--- src/mpcs_pkg.sv ---
// constants, field layout and types of the carrier-synchronous motor pwm block
// ----------------------------------------------------------------------------
// ----------------------------------------------------------------------------
package mpcs_pkg;

	// ------------------------------------------------------------------------
	// timing
	// ------------------------------------------------------------------------
	localparam int unsigned CLK_PERIOD_NS = 10;
	localparam int unsigned CARRIER_CYCLE_NS = 125000;
	localparam int unsigned CARRIER_HALF_CYC = CARRIER_CYCLE_NS / CLK_PERIOD_NS / 2;
	localparam int unsigned DEAD_TIME_NS = 2500;
	localparam int unsigned DEAD_CYC = (DEAD_TIME_NS + CLK_PERIOD_NS - 1) / CLK_PERIOD_NS;
	localparam int unsigned EXC_FREQ_HZ = 10000;
	localparam int unsigned EXC_PERIOD_NS = 1000000000 / EXC_FREQ_HZ;
	localparam int unsigned EXC_HALF_CYC = EXC_PERIOD_NS / CLK_PERIOD_NS / 2;

	// ------------------------------------------------------------------------
	// widths
	// ------------------------------------------------------------------------
	localparam int NPH = 3;
	localparam int CNT_W = 16;
	localparam int DT_W = 8;
	localparam int EXC_W = 16;
	localparam int ADC_W = 12;
	localparam int ANG_W = 16;
	localparam int NSTAT = 3;
	localparam int ADDR_W = 8;

	// ------------------------------------------------------------------------
	// register offsets (byte addresses)
	// ------------------------------------------------------------------------
	localparam logic [ADDR_W-1:0] OFS_CTRL = 8'h00;
	localparam logic [ADDR_W-1:0] OFS_PERIOD = 8'h04;
	localparam logic [ADDR_W-1:0] OFS_CMP_U = 8'h08;
	localparam logic [ADDR_W-1:0] OFS_CMP_V = 8'h0C;
	localparam logic [ADDR_W-1:0] OFS_CMP_W = 8'h10;
	localparam logic [ADDR_W-1:0] OFS_STATUS = 8'h14;
	localparam logic [ADDR_W-1:0] OFS_MASK = 8'h18;
	localparam logic [ADDR_W-1:0] OFS_COUNT = 8'h1C;
	localparam logic [ADDR_W-1:0] OFS_CUR_V = 8'h20;
	localparam logic [ADDR_W-1:0] OFS_CUR_W = 8'h24;
	localparam logic [ADDR_W-1:0] OFS_CUR_U = 8'h28;
	localparam logic [ADDR_W-1:0] OFS_ANGLE = 8'h2C;

	// ------------------------------------------------------------------------
	// fields and reset values
	// ------------------------------------------------------------------------
	localparam int CTRL_RUN_BIT = 0;
	localparam int CTRL_EXC_BIT = 1;
	localparam int COUNT_DIR_BIT = 16;
	localparam int ST_TROUGH = 0;
	localparam int ST_ANGLE = 1;
	localparam int ST_SCAN = 2;
	localparam logic [1:0] CTRL_RST = 2'h0;
	localparam logic [CNT_W-1:0] CMP_RST = 16'h0000;
	localparam logic [NSTAT-1:0] MASK_RST = 3'h0;

	// scan channels in conversion order
	localparam logic [1:0] CH_V = 2'h0;
	localparam logic [1:0] CH_W = 2'h1;
	localparam logic [1:0] CH_U = 2'h2;

	typedef enum logic [2:0] {
		MPCS_SCAN_IDLE = 3'b001,
		MPCS_SCAN_REQ = 3'b010,
		MPCS_SCAN_WAIT = 3'b100
	} mpcs_scan_t;

endpackage

--- src/mpcs_deadband.sv ---
// dead-time insertion for one complementary phase pair
`timescale 1ns/10ps
module mpcs_deadband (
	input wire logic pclk,
	input wire logic presetn,
	input wire logic en,
	input wire logic raw,
	output logic hi,
	output logic lo
);
	import mpcs_pkg::*;

	localparam logic [DT_W-1:0] DEAD = DEAD_CYC[DT_W-1:0];

	logic raw_q_ff;
	logic [DT_W-1:0] cnt_ff;
	logic hi_ff;
	logic lo_ff;
	wire changed = raw != raw_q_ff;
	wire settled = (cnt_ff == DEAD) && !changed;
	wire [DT_W-1:0] nxt_cnt = (changed || !en) ? '0 :
		(cnt_ff == DEAD) ? cnt_ff : cnt_ff + 1'b1;
	// turn-off is immediate, turn-on waits the full interval on both sides
	wire nxt_hi = en && raw && settled;
	wire nxt_lo = en && !raw && settled;

	always_ff @(posedge pclk or negedge presetn) begin
		if (!presetn) begin
			raw_q_ff <= 1'b0;
			cnt_ff <= '0;
			hi_ff <= 1'b0;
			lo_ff <= 1'b0;
		end else begin
			raw_q_ff <= raw;
			cnt_ff <= nxt_cnt;
			hi_ff <= nxt_hi;
			lo_ff <= nxt_lo;
		end
	end

	assign hi = hi_ff;
	assign lo = lo_ff;

endmodule

--- src/mpcs_top.sv ---
// carrier-synchronous three-phase pwm with trough triggers, scan sequencer and apb registers
//
// The register offsets and register access over APB were decided locally.
`timescale 1ns/10ps
module mpcs_top #(
	parameter int unsigned CARRIER_HALF = mpcs_pkg::CARRIER_HALF_CYC,
	parameter int unsigned EXC_HALF = mpcs_pkg::EXC_HALF_CYC
) (
	input wire logic pclk,
	input wire logic presetn,
	input wire logic psel,
	input wire logic penable,
	input wire logic pwrite,
	input wire logic [mpcs_pkg::ADDR_W-1:0] paddr,
	input wire logic [31:0] pwdata,
	output logic [31:0] prdata,
	output logic pready,
	output logic pslverr,
	output logic [mpcs_pkg::NPH-1:0] pwm_upper,
	output logic [mpcs_pkg::NPH-1:0] pwm_lower,
	output logic conv_trigger,
	output logic conv_start,
	output logic [1:0] conv_channel,
	input wire logic conv_done,
	input wire logic [mpcs_pkg::ADC_W-1:0] conv_data,
	input wire logic [mpcs_pkg::ANG_W-1:0] resolver_angle,
	output logic angle_dma_req,
	output logic resolver_excite,
	output logic irq
);
	import mpcs_pkg::*;

	localparam logic [CNT_W-1:0] HALF_RST = CARRIER_HALF[CNT_W-1:0];
	localparam logic [EXC_W-1:0] EXC_LAST = EXC_W'(EXC_HALF - 1);

	// ------------------------------------------------------------------------
	// registers
	// ------------------------------------------------------------------------
	logic [1:0] ctrl_ff;
	logic [CNT_W-1:0] period_sh_ff;
	logic [CNT_W-1:0] period_act_ff;
	logic [CNT_W-1:0] cmp_sh_ff [NPH];
	logic [CNT_W-1:0] cmp_act_ff [NPH];
	logic [NSTAT-1:0] status_ff;
	logic [NSTAT-1:0] mask_ff;
	logic [ADC_W-1:0] cur_v_ff;
	logic [ADC_W-1:0] cur_w_ff;
	logic [ADC_W-1:0] cur_u_ff;
	logic [ANG_W-1:0] angle_ff;
	logic [CNT_W-1:0] cnt_ff;
	logic dir_up_ff;
	logic [NPH-1:0] raw_ff;
	logic conv_trig_ff;
	logic angle_req_ff;
	logic angle_done_ff;
	logic scan_end_ff;
	logic conv_start_ff;
	logic [1:0] chan_ff;
	mpcs_scan_t scan_ff;
	logic [EXC_W-1:0] exc_cnt_ff;
	logic exc_ff;
	logic irq_ff;
	logic pready_ff;
	logic pslverr_ff;
	logic [31:0] prdata_ff;

	// ------------------------------------------------------------------------
	// apb decode
	// ------------------------------------------------------------------------
	wire run = ctrl_ff[CTRL_RUN_BIT];
	// one wait state: pready rises in the second access cycle
	wire access = psel && penable && pready_ff;
	wire wr = access && pwrite;
	wire sel_ctrl = paddr == OFS_CTRL;
	wire sel_period = paddr == OFS_PERIOD;
	wire sel_cmp_u = paddr == OFS_CMP_U;
	wire sel_cmp_v = paddr == OFS_CMP_V;
	wire sel_cmp_w = paddr == OFS_CMP_W;
	wire sel_status = paddr == OFS_STATUS;
	wire sel_mask = paddr == OFS_MASK;
	wire sel_count = paddr == OFS_COUNT;
	wire sel_cur_v = paddr == OFS_CUR_V;
	wire sel_cur_w = paddr == OFS_CUR_W;
	wire sel_cur_u = paddr == OFS_CUR_U;
	wire sel_angle = paddr == OFS_ANGLE;
	wire mapped = sel_ctrl || sel_period || sel_cmp_u || sel_cmp_v || sel_cmp_w
		|| sel_status || sel_mask || sel_count || sel_cur_v || sel_cur_w
		|| sel_cur_u || sel_angle;
	wire [NPH-1:0] sel_cmp = {sel_cmp_w, sel_cmp_v, sel_cmp_u};
	wire nxt_pready = psel && penable && !pready_ff;
	wire nxt_pslverr = nxt_pready && !mapped;

	wire [31:0] rd_data =
		sel_ctrl ? {30'h0, ctrl_ff} :
		sel_period ? {16'h0, period_sh_ff} :
		sel_cmp_u ? {16'h0, cmp_sh_ff[0]} :
		sel_cmp_v ? {16'h0, cmp_sh_ff[1]} :
		sel_cmp_w ? {16'h0, cmp_sh_ff[2]} :
		sel_status ? {29'h0, status_ff} :
		sel_mask ? {29'h0, mask_ff} :
		sel_count ? {15'h0, dir_up_ff, cnt_ff} :
		sel_cur_v ? {20'h0, cur_v_ff} :
		sel_cur_w ? {20'h0, cur_w_ff} :
		sel_cur_u ? {20'h0, cur_u_ff} :
		sel_angle ? {16'h0, angle_ff} :
		32'h0;
	wire [31:0] nxt_prdata = (nxt_pready && !pwrite) ? rd_data : 32'h0;

	always_ff @(posedge pclk or negedge presetn) begin
		if (!presetn) begin
			pready_ff <= 1'b0;
			pslverr_ff <= 1'b0;
			prdata_ff <= 32'h0;
		end else begin
			pready_ff <= nxt_pready;
			pslverr_ff <= nxt_pslverr;
			prdata_ff <= nxt_prdata;
		end
	end

	// ------------------------------------------------------------------------
	// control, period and mask registers
	// ------------------------------------------------------------------------
	wire [1:0] nxt_ctrl = (wr && sel_ctrl) ? pwdata[1:0] : ctrl_ff;
	wire [CNT_W-1:0] nxt_period_sh = (wr && sel_period) ? pwdata[CNT_W-1:0] : period_sh_ff;
	wire [NSTAT-1:0] nxt_mask = (wr && sel_mask) ? pwdata[NSTAT-1:0] : mask_ff;

	always_ff @(posedge pclk or negedge presetn) begin
		if (!presetn) begin
			ctrl_ff <= CTRL_RST;
			period_sh_ff <= HALF_RST;
			mask_ff <= MASK_RST;
		end else begin
			ctrl_ff <= nxt_ctrl;
			period_sh_ff <= nxt_period_sh;
			mask_ff <= nxt_mask;
		end
	end

	// ------------------------------------------------------------------------
	// triangular carrier
	// ------------------------------------------------------------------------
	// idle parks at zero counting down, so the first enabled cycle is a trough
	wire trough = run && !dir_up_ff && (cnt_ff == '0);
	// a period of zero would stall the carrier; it is treated as one
	wire at_peak = dir_up_ff && (cnt_ff >= period_act_ff);
	wire [CNT_W-1:0] nxt_cnt = !run ? '0 :
		trough ? cnt_ff + 1'b1 :
		at_peak ? cnt_ff - 1'b1 :
		dir_up_ff ? cnt_ff + 1'b1 : cnt_ff - 1'b1;
	wire nxt_dir_up = !run ? 1'b0 :
		trough ? 1'b1 :
		at_peak ? 1'b0 : dir_up_ff;
	// period loads only at the trough, never within a half-cycle
	wire [CNT_W-1:0] nxt_period_act = trough ? period_sh_ff : period_act_ff;

	always_ff @(posedge pclk or negedge presetn) begin
		if (!presetn) begin
			cnt_ff <= '0;
			dir_up_ff <= 1'b0;
			period_act_ff <= HALF_RST;
		end else begin
			cnt_ff <= nxt_cnt;
			dir_up_ff <= nxt_dir_up;
			period_act_ff <= nxt_period_act;
		end
	end

	// ------------------------------------------------------------------------
	// per-phase compare, shadow reload and dead time
	// ------------------------------------------------------------------------
	genvar ph;
	generate
		for (ph = 0; ph < NPH; ph++) begin : g_phase
			wire [CNT_W-1:0] nxt_cmp_sh = (wr && sel_cmp[ph]) ?
				pwdata[CNT_W-1:0] : cmp_sh_ff[ph];
			wire [CNT_W-1:0] nxt_cmp_act = trough ?
				cmp_sh_ff[ph] : cmp_act_ff[ph];
			// every phase compares every cycle while run is set; a compare of zero keeps the upper side off
			wire nxt_raw = run && (cmp_act_ff[ph] > cnt_ff);

			always_ff @(posedge pclk or negedge presetn) begin
				if (!presetn) begin
					cmp_sh_ff[ph] <= CMP_RST;
					cmp_act_ff[ph] <= CMP_RST;
					raw_ff[ph] <= 1'b0;
				end else begin
					cmp_sh_ff[ph] <= nxt_cmp_sh;
					cmp_act_ff[ph] <= nxt_cmp_act;
					raw_ff[ph] <= nxt_raw;
				end
			end

			mpcs_deadband u_dead (
				.pclk(pclk),
				.presetn(presetn),
				.en(run),
				.raw(raw_ff[ph]),
				.hi(pwm_upper[ph]),
				.lo(pwm_lower[ph])
			);
		end
	endgenerate

	// ------------------------------------------------------------------------
	// trough events: converter trigger and angle transfer
	// ------------------------------------------------------------------------
	wire nxt_conv_trig = trough;
	wire nxt_angle_req = trough;
	// the copy lands one cycle after the request, in the same cycle as the completion flag
	wire [ANG_W-1:0] nxt_angle = angle_req_ff ? resolver_angle : angle_ff;
	wire nxt_angle_done = angle_req_ff;

	always_ff @(posedge pclk or negedge presetn) begin
		if (!presetn) begin
			conv_trig_ff <= 1'b0;
			angle_req_ff <= 1'b0;
			angle_ff <= '0;
			angle_done_ff <= 1'b0;
		end else begin
			conv_trig_ff <= nxt_conv_trig;
			angle_req_ff <= nxt_angle_req;
			angle_ff <= nxt_angle;
			angle_done_ff <= nxt_angle_done;
		end
	end

	// ------------------------------------------------------------------------
	// scan group sequencer
	// ------------------------------------------------------------------------
	// a trigger during a scan is dropped: one scan per accepted trigger
	wire last_chan = chan_ff == CH_U;
	wire take_result = (scan_ff == MPCS_SCAN_WAIT) && conv_done;
	mpcs_scan_t nxt_scan;
	logic [1:0] nxt_chan;
	logic nxt_conv_start;
	logic nxt_scan_end;

	always_comb begin
		nxt_scan = scan_ff;
		nxt_chan = chan_ff;
		nxt_conv_start = 1'b0;
		nxt_scan_end = 1'b0;
		case (scan_ff)
			MPCS_SCAN_IDLE: begin
				if (conv_trig_ff) begin
					nxt_scan = MPCS_SCAN_REQ;
					nxt_chan = CH_V;
				end
			end
			MPCS_SCAN_REQ: begin
				nxt_conv_start = 1'b1;
				nxt_scan = MPCS_SCAN_WAIT;
			end
			MPCS_SCAN_WAIT: begin
				if (conv_done) begin
					if (last_chan) begin
						nxt_scan = MPCS_SCAN_IDLE;
						nxt_scan_end = 1'b1;
					end else begin
						nxt_scan = MPCS_SCAN_REQ;
						nxt_chan = chan_ff + 2'h1;
					end
				end
			end
			default: begin
				nxt_scan = MPCS_SCAN_IDLE;
				nxt_chan = CH_V;
			end
		endcase
	end

	wire [ADC_W-1:0] nxt_cur_v = (take_result && chan_ff == CH_V) ? conv_data : cur_v_ff;
	wire [ADC_W-1:0] nxt_cur_w = (take_result && chan_ff == CH_W) ? conv_data : cur_w_ff;
	wire [ADC_W-1:0] nxt_cur_u = (take_result && chan_ff == CH_U) ? conv_data : cur_u_ff;

	always_ff @(posedge pclk or negedge presetn) begin
		if (!presetn) begin
			scan_ff <= MPCS_SCAN_IDLE;
			chan_ff <= CH_V;
			conv_start_ff <= 1'b0;
			scan_end_ff <= 1'b0;
			cur_v_ff <= '0;
			cur_w_ff <= '0;
			cur_u_ff <= '0;
		end else begin
			scan_ff <= nxt_scan;
			chan_ff <= nxt_chan;
			conv_start_ff <= nxt_conv_start;
			scan_end_ff <= nxt_scan_end;
			cur_v_ff <= nxt_cur_v;
			cur_w_ff <= nxt_cur_w;
			cur_u_ff <= nxt_cur_u;
		end
	end

	// ------------------------------------------------------------------------
	// resolver excitation
	// ------------------------------------------------------------------------
	wire exc_en = ctrl_ff[CTRL_EXC_BIT];
	wire exc_wrap = exc_cnt_ff == EXC_LAST;
	wire [EXC_W-1:0] nxt_exc_cnt = (!exc_en || exc_wrap) ? '0 : exc_cnt_ff + 1'b1;
	wire nxt_exc = !exc_en ? 1'b0 : (exc_wrap ? !exc_ff : exc_ff);

	always_ff @(posedge pclk or negedge presetn) begin
		if (!presetn) begin
			exc_cnt_ff <= '0;
			exc_ff <= 1'b0;
		end else begin
			exc_cnt_ff <= nxt_exc_cnt;
			exc_ff <= nxt_exc;
		end
	end

	// ------------------------------------------------------------------------
	// interrupt status
	// ------------------------------------------------------------------------
	wire [NSTAT-1:0] stat_set;
	assign stat_set[ST_TROUGH] = conv_trig_ff;
	assign stat_set[ST_ANGLE] = angle_done_ff;
	assign stat_set[ST_SCAN] = scan_end_ff;
	wire [NSTAT-1:0] stat_clr = (wr && sel_status) ? pwdata[NSTAT-1:0] : '0;
	// a new event wins over a clear in the same cycle
	wire [NSTAT-1:0] nxt_status = (status_ff & ~stat_clr) | stat_set;
	wire nxt_irq = |(nxt_status & nxt_mask);

	always_ff @(posedge pclk or negedge presetn) begin
		if (!presetn) begin
			status_ff <= '0;
			irq_ff <= 1'b0;
		end else begin
			status_ff <= nxt_status;
			irq_ff <= nxt_irq;
		end
	end

	// ------------------------------------------------------------------------
	// outputs
	// ------------------------------------------------------------------------
	assign prdata = prdata_ff;
	assign pready = pready_ff;
	assign pslverr = pslverr_ff;
	assign conv_trigger = conv_trig_ff;
	assign conv_start = conv_start_ff;
	assign conv_channel = chan_ff;
	assign angle_dma_req = angle_req_ff;
	assign resolver_excite = exc_ff;
	assign irq = irq_ff;

endmodule

--- config.mk ---
export PLATFORM = sky130hd
export DESIGN_NAME = mpcs_top
export DESIGN_NICKNAME = d
export VERILOG_FILES = /design/src/mpcs_pkg.sv /design/src/mpcs_deadband.sv /design/src/mpcs_top.sv
export SDC_FILE = /design/constraint.sdc
export NUM_CORES = 1
export LEC_CHECK = 0
export ABC_AREA = 0
export BUFFER_PORTS_ARGS = -buffer_cell sky130_fd_sc_hd__buf_4
export CORE_MARGIN = 8
export CORE_UTILIZATION = 35
export CTS_BUF_LIST = sky130_fd_sc_hd__clkbuf_2
export DETAILED_ROUTE_END_ITERATION = 6
export GPL_ROUTABILITY_DRIVEN = 0
export PLACE_DENSITY = 0.55
export SLEW_MARGIN = 20
export SYNTH_ARGS = -nofsm -noshare
export SYNTH_HDL_FRONTEND = slang
export SYNTH_SLANG_ARGS = --single-unit
--- constraint.sdc ---
create_clock -name pclk -period 3.6 [get_ports pclk]
set_input_delay 0.72 -clock pclk [delete_from_list [all_inputs] [get_ports pclk]]
set_output_delay 0.72 -clock pclk [all_outputs]
set_load 0.01 [all_outputs]
* Yosys cells after proc, flatten, opt, wreduce, memory -nomap -nowiden
Cells that the tools add are included.
Cells by class: $add $sub $neg 7, magnitude comparators 4, eq/ne operators 31, multiplexer cells 43, bitwise gates (word level) 5, reduce and logical (&&, ||, !) cells 72
Operators by type and width (number):
- $mux W17 | 9
- $mux W16 | 9
- $gt A16 B16 Y1 | 3
- $mux W8 | 6
- $logic_and A1 B1 Y1 | 38
- $add A16 B1 Y16 const B | 2
- $eq A8 B5 Y1 const B | 4
- $eq A8 B6 Y1 const B | 4
- $add A8 B1 Y8 const B | 3
- $eq A8 B8 Y1 const B | 3
- $eq A16 B13 Y1 const B | 1
- $eq A8 B4 Y1 const B | 2
- $ge A16 B16 Y1 | 1
- $logic_not A16 Y1 | 1
- $sub A16 B1 Y16 const B | 1
- $logic_or A1 B1 Y1 | 15
- $logic_not A1 Y1 | 13
- $mux W3 | 4
- $ne A2 B2 Y1 const B | 6
- $mux W1 | 9
- $pmux W3 S3 | 1
- $eq A8 B3 Y1 const B | 1
- $logic_not A8 Y1 | 1
- $mux W2 | 4
- 18 further kinds | 21
Word-level totals: bits in registers 287, output and inout bits 47, word-level logic and storage cells 206

* Longest topological paths before layout
Gate-level depths: netlist of run 1.
depth after elaboration 14, depth in mapped cells 12

* Hierarchy
A second synthesis of run 1 with hierarchy kept.
Second synthesis, totals: cells, all modules 1384, area, all modules 14604.0 sq um
Modules (own cells, without submodules):
- mpcs_top | instances 1, cells each 1240, area each 13031.2 sq um, seq. area each 6372.4 sq um
- mpcs_deadband | instances 3, cells each 48, area each 524.3 sq um, seq. area each 275.3 sq um

* Worst setup path before layout of run 1
OpenSTA, ideal clock, no wires.
path type register -> register, from reg cnt_ff[0], to reg cnt_ff[3], library setup time 135 ps, arrival time 2641 ps, data required time 3465 ps, setup slack 824 ps, stages on the path, launching flop included 13, cell sequence dfrtp_1 > inv_1 > ha_1 > nor3b_4 > nand4_2 > or4_1 > buf_2 > and2_4 > and2_1 > buf_6 > buf_6 > a221oi_1 > o22ai_1
Between the ends: cells in the longest elaborated chain, start to end 5, elaborated cells between the ends (all ways) 10, classes of those cells add/sub (2); order compare (1); mux (4); reduce/logical (3)
RTL lines:
- from (decl) | line mpcs_top.sv:50 | logic [CNT_W-1:0] cnt_ff;
- from (signal assigned) | line mpcs_top.sv:163 | cnt_ff <= nxt_cnt;
- $sub A16 B1 Y16 (tied with other cells) | line mpcs_top.sv:149, mpcs_top.sv:150
- $mux W16 / $logic_and A1 B1 Y1 (equally long branches) | line mpcs_top.sv:150, mpcs_top.sv:146
- $mux W16 | line mpcs_top.sv:149 | at_peak ? cnt_ff - 1'b1 :
- $mux W16 * | line mpcs_top.sv:148 | trough ? cnt_ff + 1'b1 :
- $mux W16 * | line mpcs_top.sv:147 | wire [CNT_W-1:0] nxt_cnt = !run ? '0 :
- via nxt_cnt[3] | line mpcs_top.sv:147
Mark *: on every way through the listed nets, which the timed path passes. The rest lies on a longest branch. A chain may end at the register's enable or synchronous reset.

* Final worst setup path of run 1
from reg cnt_ff[1], to reg cnt_ff[9]
Same word-level chain as after synthesis.

==> impl_metrics.toml, run 1 <==
[synthesis]
ys_types = 68
syn_area_per_cell_um2 = 10.42
synthCells = 1391
yosys_register_bits = 287
ys_seq_area_frac = 0.4966
synthTopCellsByArea = "dfrtp_1 (47%), mux2_2 (9.6%), nand2_1 (6.7%)"
async_flop_share = 1.000
synthFlopType = "dfrtp_1"
syn_area_um2 = 14490
yosys_warnings = 0
synth_top_area_frac = 0.4731
synth_largest_area_cell = "dfrtp_1"
synth_edf_count = 0

[critical_path]
crit_cells = 10
path_delay_family = "simple AND/OR/NAND/NOR gates"
arrival_ns = 4.04
worstReg2RegStart = "cnt_ff[1]"
critPathLaunch = "cnt_ff[1]"
crit_path_max_incr_delay_ns = 0.70
worstPathCellList = "inv_1 > ha_1 > nor3b_4 > nand4_2 > or4_2 > buf_4 > a21boi_2 > buf_4 > o21ai_0 > a31oi_1"
worstSetupPathType = "flip-flop to flip-flop"
crit_fanout = 35
critPathSlowestCell = "or4_2"
crit_buf_inv = 3
cp.required_ns = 4.46
crit_path_end = "cnt_ff[9]"
rrSetupSlack_ns = 0.42
r2r_cells = 10
setup.worst_path.end_class = "flip-flop"
critical_path.most_common_cell = "buf_4"
start_kind = "flip-flop"
worst_r2r_endpoint = "cnt_ff[9]"

[cells_and_area]
area_delta_synth_final_pct = 17.81
finalInstanceArea_um2 = 17080
final_nets = 1730
ff_latch_area_um2 = 7198
nFillCells = 3995
drive_gt1_frac = 0.2572
multi_input_area_um2 = 6726

[pwr]
total_leakage_power_nw = 8.402
internal_power_w = 0.004617
combPwrFrac = 0.100
cellPowerDensity_nw_per_um2 = 376.1
power.share.clock = 0.389
switching_power_w = 0.001804
sw_frac_of_total = 0.2810
total_power_w = 0.006421
ir_drop_v = 0.0002620
power_frac_seq = 0.511

[cts]
worstSkewPairLatency_ns = 0.94
numCtsBuffers = 79
cts.clk_slew.worst_paths_ns = 0.10
cts.sinks = 287
ctsHtreeMaxLevel = 3
clock_path_buffers = 3
cts_tree = "yes"
post_cts_resized = 0
cts_root_buf = "clkbuf_2"

[place]
hpwlAfterDp_mm = 27.76
postPlaceCellArea_um2 = 15830
pre_cts_slack_ns = 0.4414
io_buffer_count = 89

[die]
core_area_um2 = 40830
start_util = 0.3550
fp.dieH_um = 219.5
die_area_um2 = 48180
num_rows = 74
num_io_pins = 121
die_x_um = 219.5

[route]
drc = 0
wirelength_mm = 39.63
vias = 11070
first_pass_iters = 5
wl_per_cell_um = 18.22
detail_route.vias_per_cell = 5.088
drtIter0Drc = 597
drtAntennaViolNets = 0

[global_route]
gr-total-overflow = 0
grt_pass1_vias = 11470
track_usage = 0.1670
grt_pass1_wl_mm = 63.47
grt_max_degree = 79
antenna_found_initial = 1

[timing]
rsz0062_at_grt = "false"
fin_hold_ws_ns = 0.1282
finalHoldViolations = 0
fin_setup_tns_ns = 0
slew_headroom = 0.4134
setup-violations-final = 0
drv_slew = 0
period_minus_slack_ns = 3.182
fmax_mhz = 314.2
fin_skew_ns = 0.04918
worst_slack_ns = 0.4177
fin_crit_sh = 0.8840
worst_slew_pin_slew_ns = 0.8775

[run]
max_cap_viol_count = 0

[hold_path]
worstHoldStart = "psel"
hold_path.class = "input port to flip-flop"

[status]
status = "finished, final reports clean"
[worst reg2reg max path: stages (launching register included)]
cell and delay (ns):
dfrtp_1 0.38, inv_1 0.17, ha_1 0.23, nor3b_4 0.34, nand4_2 0.18, or4_2 0.70
buf_4 0.29, a21boi_2 0.18, buf_4 0.32, o21ai_0 0.15, a31oi_1 0.18
[power by group through the flow]
| stage | Combinational [W] | Clock (W) | Sequential, W |
|---|---|---|---|
| after detailed placement | 0.000598 | 0 | 0.00335 |
| after floorplan | 0.000331 | 0 | 0.00333 |
| after global placement | 0.000593 | 0 | 0.00335 |
| after global routing | 0.000708 | 0.00280 | 0.00329 |
| after CTS | 0.000643 | 0.00262 | 0.00328 |
| final | 0.000641 | 0.00250 | 0.00328 |
[routing by layer]
metal,global-route usage,part of all wire
met1,0.2259,0.47
met2,0.2583,0.45
met3,0.03497,0.052
met4,0.06828,0.029
met5,0,0
[registers in the layout (all words and copies together) (netlist names), 16 cells and up]
register / flops
period_sh_ff: 16
g_phase.u_dead.cnt_ff: 24
prdata: 17
cmp_sh_ff: 48
cnt_ff: 16
period_act_ff: 16
cmp_act_ff: 48
exc_cnt_ff: 16
angle_ff: 16
[how the worst min path moves through the flow]
stage | to | slack, ns | cells after the start
finish | pready | 0.13 | 3
global route | pready | 0.03 | 3
CTS | pready | 0.0005 | 3
detailed placement | g_phase[2].u_dead.raw_q_ff | 0.44 | 0
global placement | status_ff[2] | 0.44 | 1
floorplan | g_phase[2].u_dead.raw_q_ff | 0.41 | 0
[cell families (layout without fill, tap and decap cells)]
kind of cell	Yosys count	count (layout)	share of synthesized area
and+or+nand+nor	500	500	0.1586
DFF	287	287	0.4966
AOI/OAI and AO/OA	214	214	0.09824
muxes	144	144	0.1178
buffers and inverters	138	374	0.04411
adders and majority gates	76	76	0.06561
xor gates and xnor gates	31	31	0.01873
other	1	17	0.0002587
[synth_stat cells, types with 17 or more instances]
cell	count
clkbuf_1	46
nor3_1	18
o21ai_0	48
a22oi_1	19
nand3_1	46
ha_1	76
mux2_2	123
nor2_1	70
dfrtp_1	274
buf_4	23
nand2_1	259
and3_1	17
inv_1	54
a21oi_1	49
[layout make-up]
type / count / share of cell area
tap: 532 / 0.03898
timing repair buffer: 177 / 0.08808
antenna: 2 / 0.0002931
clock inverter: 19 / 0.009013
multi-input combinational: 980 / 0.3939
sequential: 287 / 0.4216
inverter: 55 / 0.01209
clock buffer: 123 / 0.03605
[repair_timing]
action | CTS | global route
hold buffers | 47 | 0
endpoints found under the hold margin | 194 | 0
buffers inserted | 0 | 0
setup endpoints to repair | 0 | 0
[per-stage QoR]
stage               utilization  instances
floorplan                     -       1405
detailed placement       0.3877       1984
global placement         0.3877       1984
CTS                      0.4181       2173
global route             0.4181       2174
finish                   0.4182       2175
[placed cells by master (no fill, tap or decap), types with 19 or more instances in the layout]
cell,synthesis,routed
o21ai_0,48,48
dfrtp_1,274,274
mux2_2,123,123
buf_4,23,125
ha_1,76,76
inv_1,54,54
nand3_1,46,46
nand2_1,259,259
nor2_1,70,70
a21oi_1,49,49
a22oi_1,19,19
clkbuf_2,0,123
dlygate4sd3_1,0,47
Note: power is estimated with default switching activity, not from simulation.
==> run 2: changes to the inputs <==
--- a/config.mk
+++ b/config.mk
@@ -12,7 +12,9 @@
 export CTS_BUF_LIST = sky130_fd_sc_hd__clkbuf_2
 export DETAILED_ROUTE_END_ITERATION = 6
 export GPL_ROUTABILITY_DRIVEN = 0
+export HOLD_SLACK_MARGIN = 0.03
 export PLACE_DENSITY = 0.55
+export REMOVE_ABC_BUFFERS = 1
 export SLEW_MARGIN = 20
 export SYNTH_ARGS = -nofsm -noshare
 export SYNTH_HDL_FRONTEND = slang
==> run 2 against run 1 <==
Effect of this change:
- sequential share of layout area shrank 0.13 points
- clock-buffer cell count down 1
- highest routed layer unchanged
- routed wire length up 0.87%
- maximum frequency up 2.3%
- clock power is 3% higher
- via count is 1.4% higher
- first-iteration DRC count up 4.5%
- sequential power about the same
- clock skew up 0.012 ns
- largest cell class unchanged
- die area stayed put
- design area is 0.30% higher
- register-to-register slack gained 0.07 ns
==> impl_metrics.toml, run 2 (same netlist as run 1, synthesis figures left out) <==
[status]
status = "finished, final reports clean"

[timing]
fmax_mhz = 321.5
finalHoldViolations = 0
rsz0062_at_grt = "false"
fin_crit_sh = 0.8640
setup-violations-final = 0
worst_slew_pin_slew_ns = 0.9506
drv_slew = 0
period_minus_slack_ns = 3.110
slew_headroom = 0.3650
fin_skew_ns = 0.06100
fin_setup_tns_ns = 0
fin_hold_ws_ns = 0.2132

[critical_path]
start_kind = "flip-flop"
crit_path_max_incr_delay_ns = 0.73
worstReg2RegStart = "cnt_ff[1]"
worstPathCellList = "inv_1 > ha_1 > nor3b_4 > nand4_2 > or4_2 > and2_4 > and2_1 > buf_12 > a221oi_1 > o22ai_1"
setup.worst_path.end_class = "flip-flop"
critPathLaunch = "cnt_ff[1]"
critPathSlowestCell = "or4_2"
cp.required_ns = 4.41
arrival_ns = 3.92
worstSetupPathType = "flip-flop to flip-flop"
crit_fanout = 26

[run]
max_cap_viol_count = 0

[pwr]
ir_drop_v = 0.0002195
power.share.clock = 0.397
combPwrFrac = 0.099
total_power_w = 0.006512
cellPowerDensity_nw_per_um2 = 380.2
internal_power_w = 0.004675
total_leakage_power_nw = 8.424
power_frac_seq = 0.504
sw_frac_of_total = 0.2821
switching_power_w = 0.001837

[route]
detail_route.vias_per_cell = 5.166
drtAntennaViolNets = 0
drc = 0
wl_per_cell_um = 18.39
drtIter0Drc = 624
wirelength_mm = 39.97
vias = 11230
first_pass_iters = 5

[global_route]
gr-total-overflow = 0
antenna_found_initial = 1
grt_pass1_wl_mm = 64.20
grt_max_degree = 72
grt_pass1_vias = 11630
track_usage = 0.1685

[cts]
post_cts_resized = 0
ctsHtreeMaxLevel = 3
cts.clk_slew.worst_paths_ns = 0.10
cts_tree = "yes"
numCtsBuffers = 79
clock_path_buffers = 3
worstSkewPairLatency_ns = 0.95
cts.sinks = 287
cts_root_buf = "clkbuf_2"

[place]
io_buffer_count = 89
postPlaceCellArea_um2 = 15860
hpwlAfterDp_mm = 28.03

[hold_path]
hold_path.class = "input port to flip-flop"
worstHoldStart = "paddr[6]"

[die]
die_area_um2 = 48180
num_io_pins = 121
num_rows = 74
start_util = 0.3550
core_area_um2 = 40830
fp.dieH_um = 219.5
die_x_um = 219.5

[cells_and_area]
final_nets = 1732
finalInstanceArea_um2 = 17130
area_delta_synth_final_pct = 18.16
final_common_cell = "dfrtp_1"
layout_common_cells = "dfrtp_1 (274), nand2_1 (259), buf_4 (125)"
reg_top3 = "cmp_act_ff (48), cmp_sh_ff (48), g_phase.u_dead.cnt_ff (24)"
drive_gt1_frac = 0.2581
==> run 2: cell type report <==
cell class,instances,area (µm²)
diodes,2,5.005
clock buffers,122,610.6
clock inverters,16,171.4
fillers,4009,23710
inverters,55,206.4
multi-input cells,980,6735
flip-flops and latches,287,7198
well taps,532,665.6
repair buffers,179,1534
==> run 2: final timing paths <==
| path | to | slack (ns) | cells after the start |
|---|---|---|---|
| min in group asynchronous | scan_ff[2] | 0.36 | 2 |
| setup reg to reg | cnt_ff[3] | 0.49 | 10 |
| setup / recovery | cnt_ff[3] | 0.49 | 10 |
| max in group asynchronous | period_act_ff[1] | 2.31 | 3 |
| hold / removal | pslverr | 0.21 | 3 |
| hold reg to reg | g_phase[2].u_dead.raw_q_ff | 0.44 | 0 |
==> run 2: metal layers <==
layer  up-vias  track usage  part of all wire
met5         -            0                 0
met4         0      0.06673             0.026
met3        73      0.03387             0.053
met2       331       0.2731              0.48
met1      5546       0.2192              0.44
li1       5275            -                 -
==> run 2: what timing repair did <==
item	in CTS	in global routing
hold endpoints to repair	181	0
hold buffers	48	0
buffers inserted	0	0
==> run 2: critical path, delay by kind of cell (launching register included) <==
| family | cells | cell delay, ns |
|---|---|---|
| adders and majority gates | 1 | 0.24 |
| buffers and inverters | 2 | 0.34 |
| DFF | 1 | 0.39 |
| AOI/OAI and AO/OA | 2 | 0.41 |
| and+or+nand+nor | 5 | 1.60 |
==> run 2: per-stage QoR <==
step	std cells	util	setup WS, ns
5_1_grt	2172	0.4194	0.2683
3_5_place_dp	1985	0.3884	0.5204
3_3_place_gp	1985	0.3884	0.5604
4_1_cts	2171	0.4193	0.4975
6_report	2173	0.4194	0.4896
2_1_floorplan	1322	-	-0.09008
==> run 2: power groups by stage <==
stage / Sequential (W) / Clock, W / Combinational, W
floorplan: 0.00334 / 0 / 0.000288
global route: 0.00329 / 0.00288 / 0.000710
finish: 0.00328 / 0.00258 / 0.000647
global placement: 0.00334 / 0 / 0.000599
detailed placement: 0.00334 / 0 / 0.000606
CTS: 0.00328 / 0.00269 / 0.000651
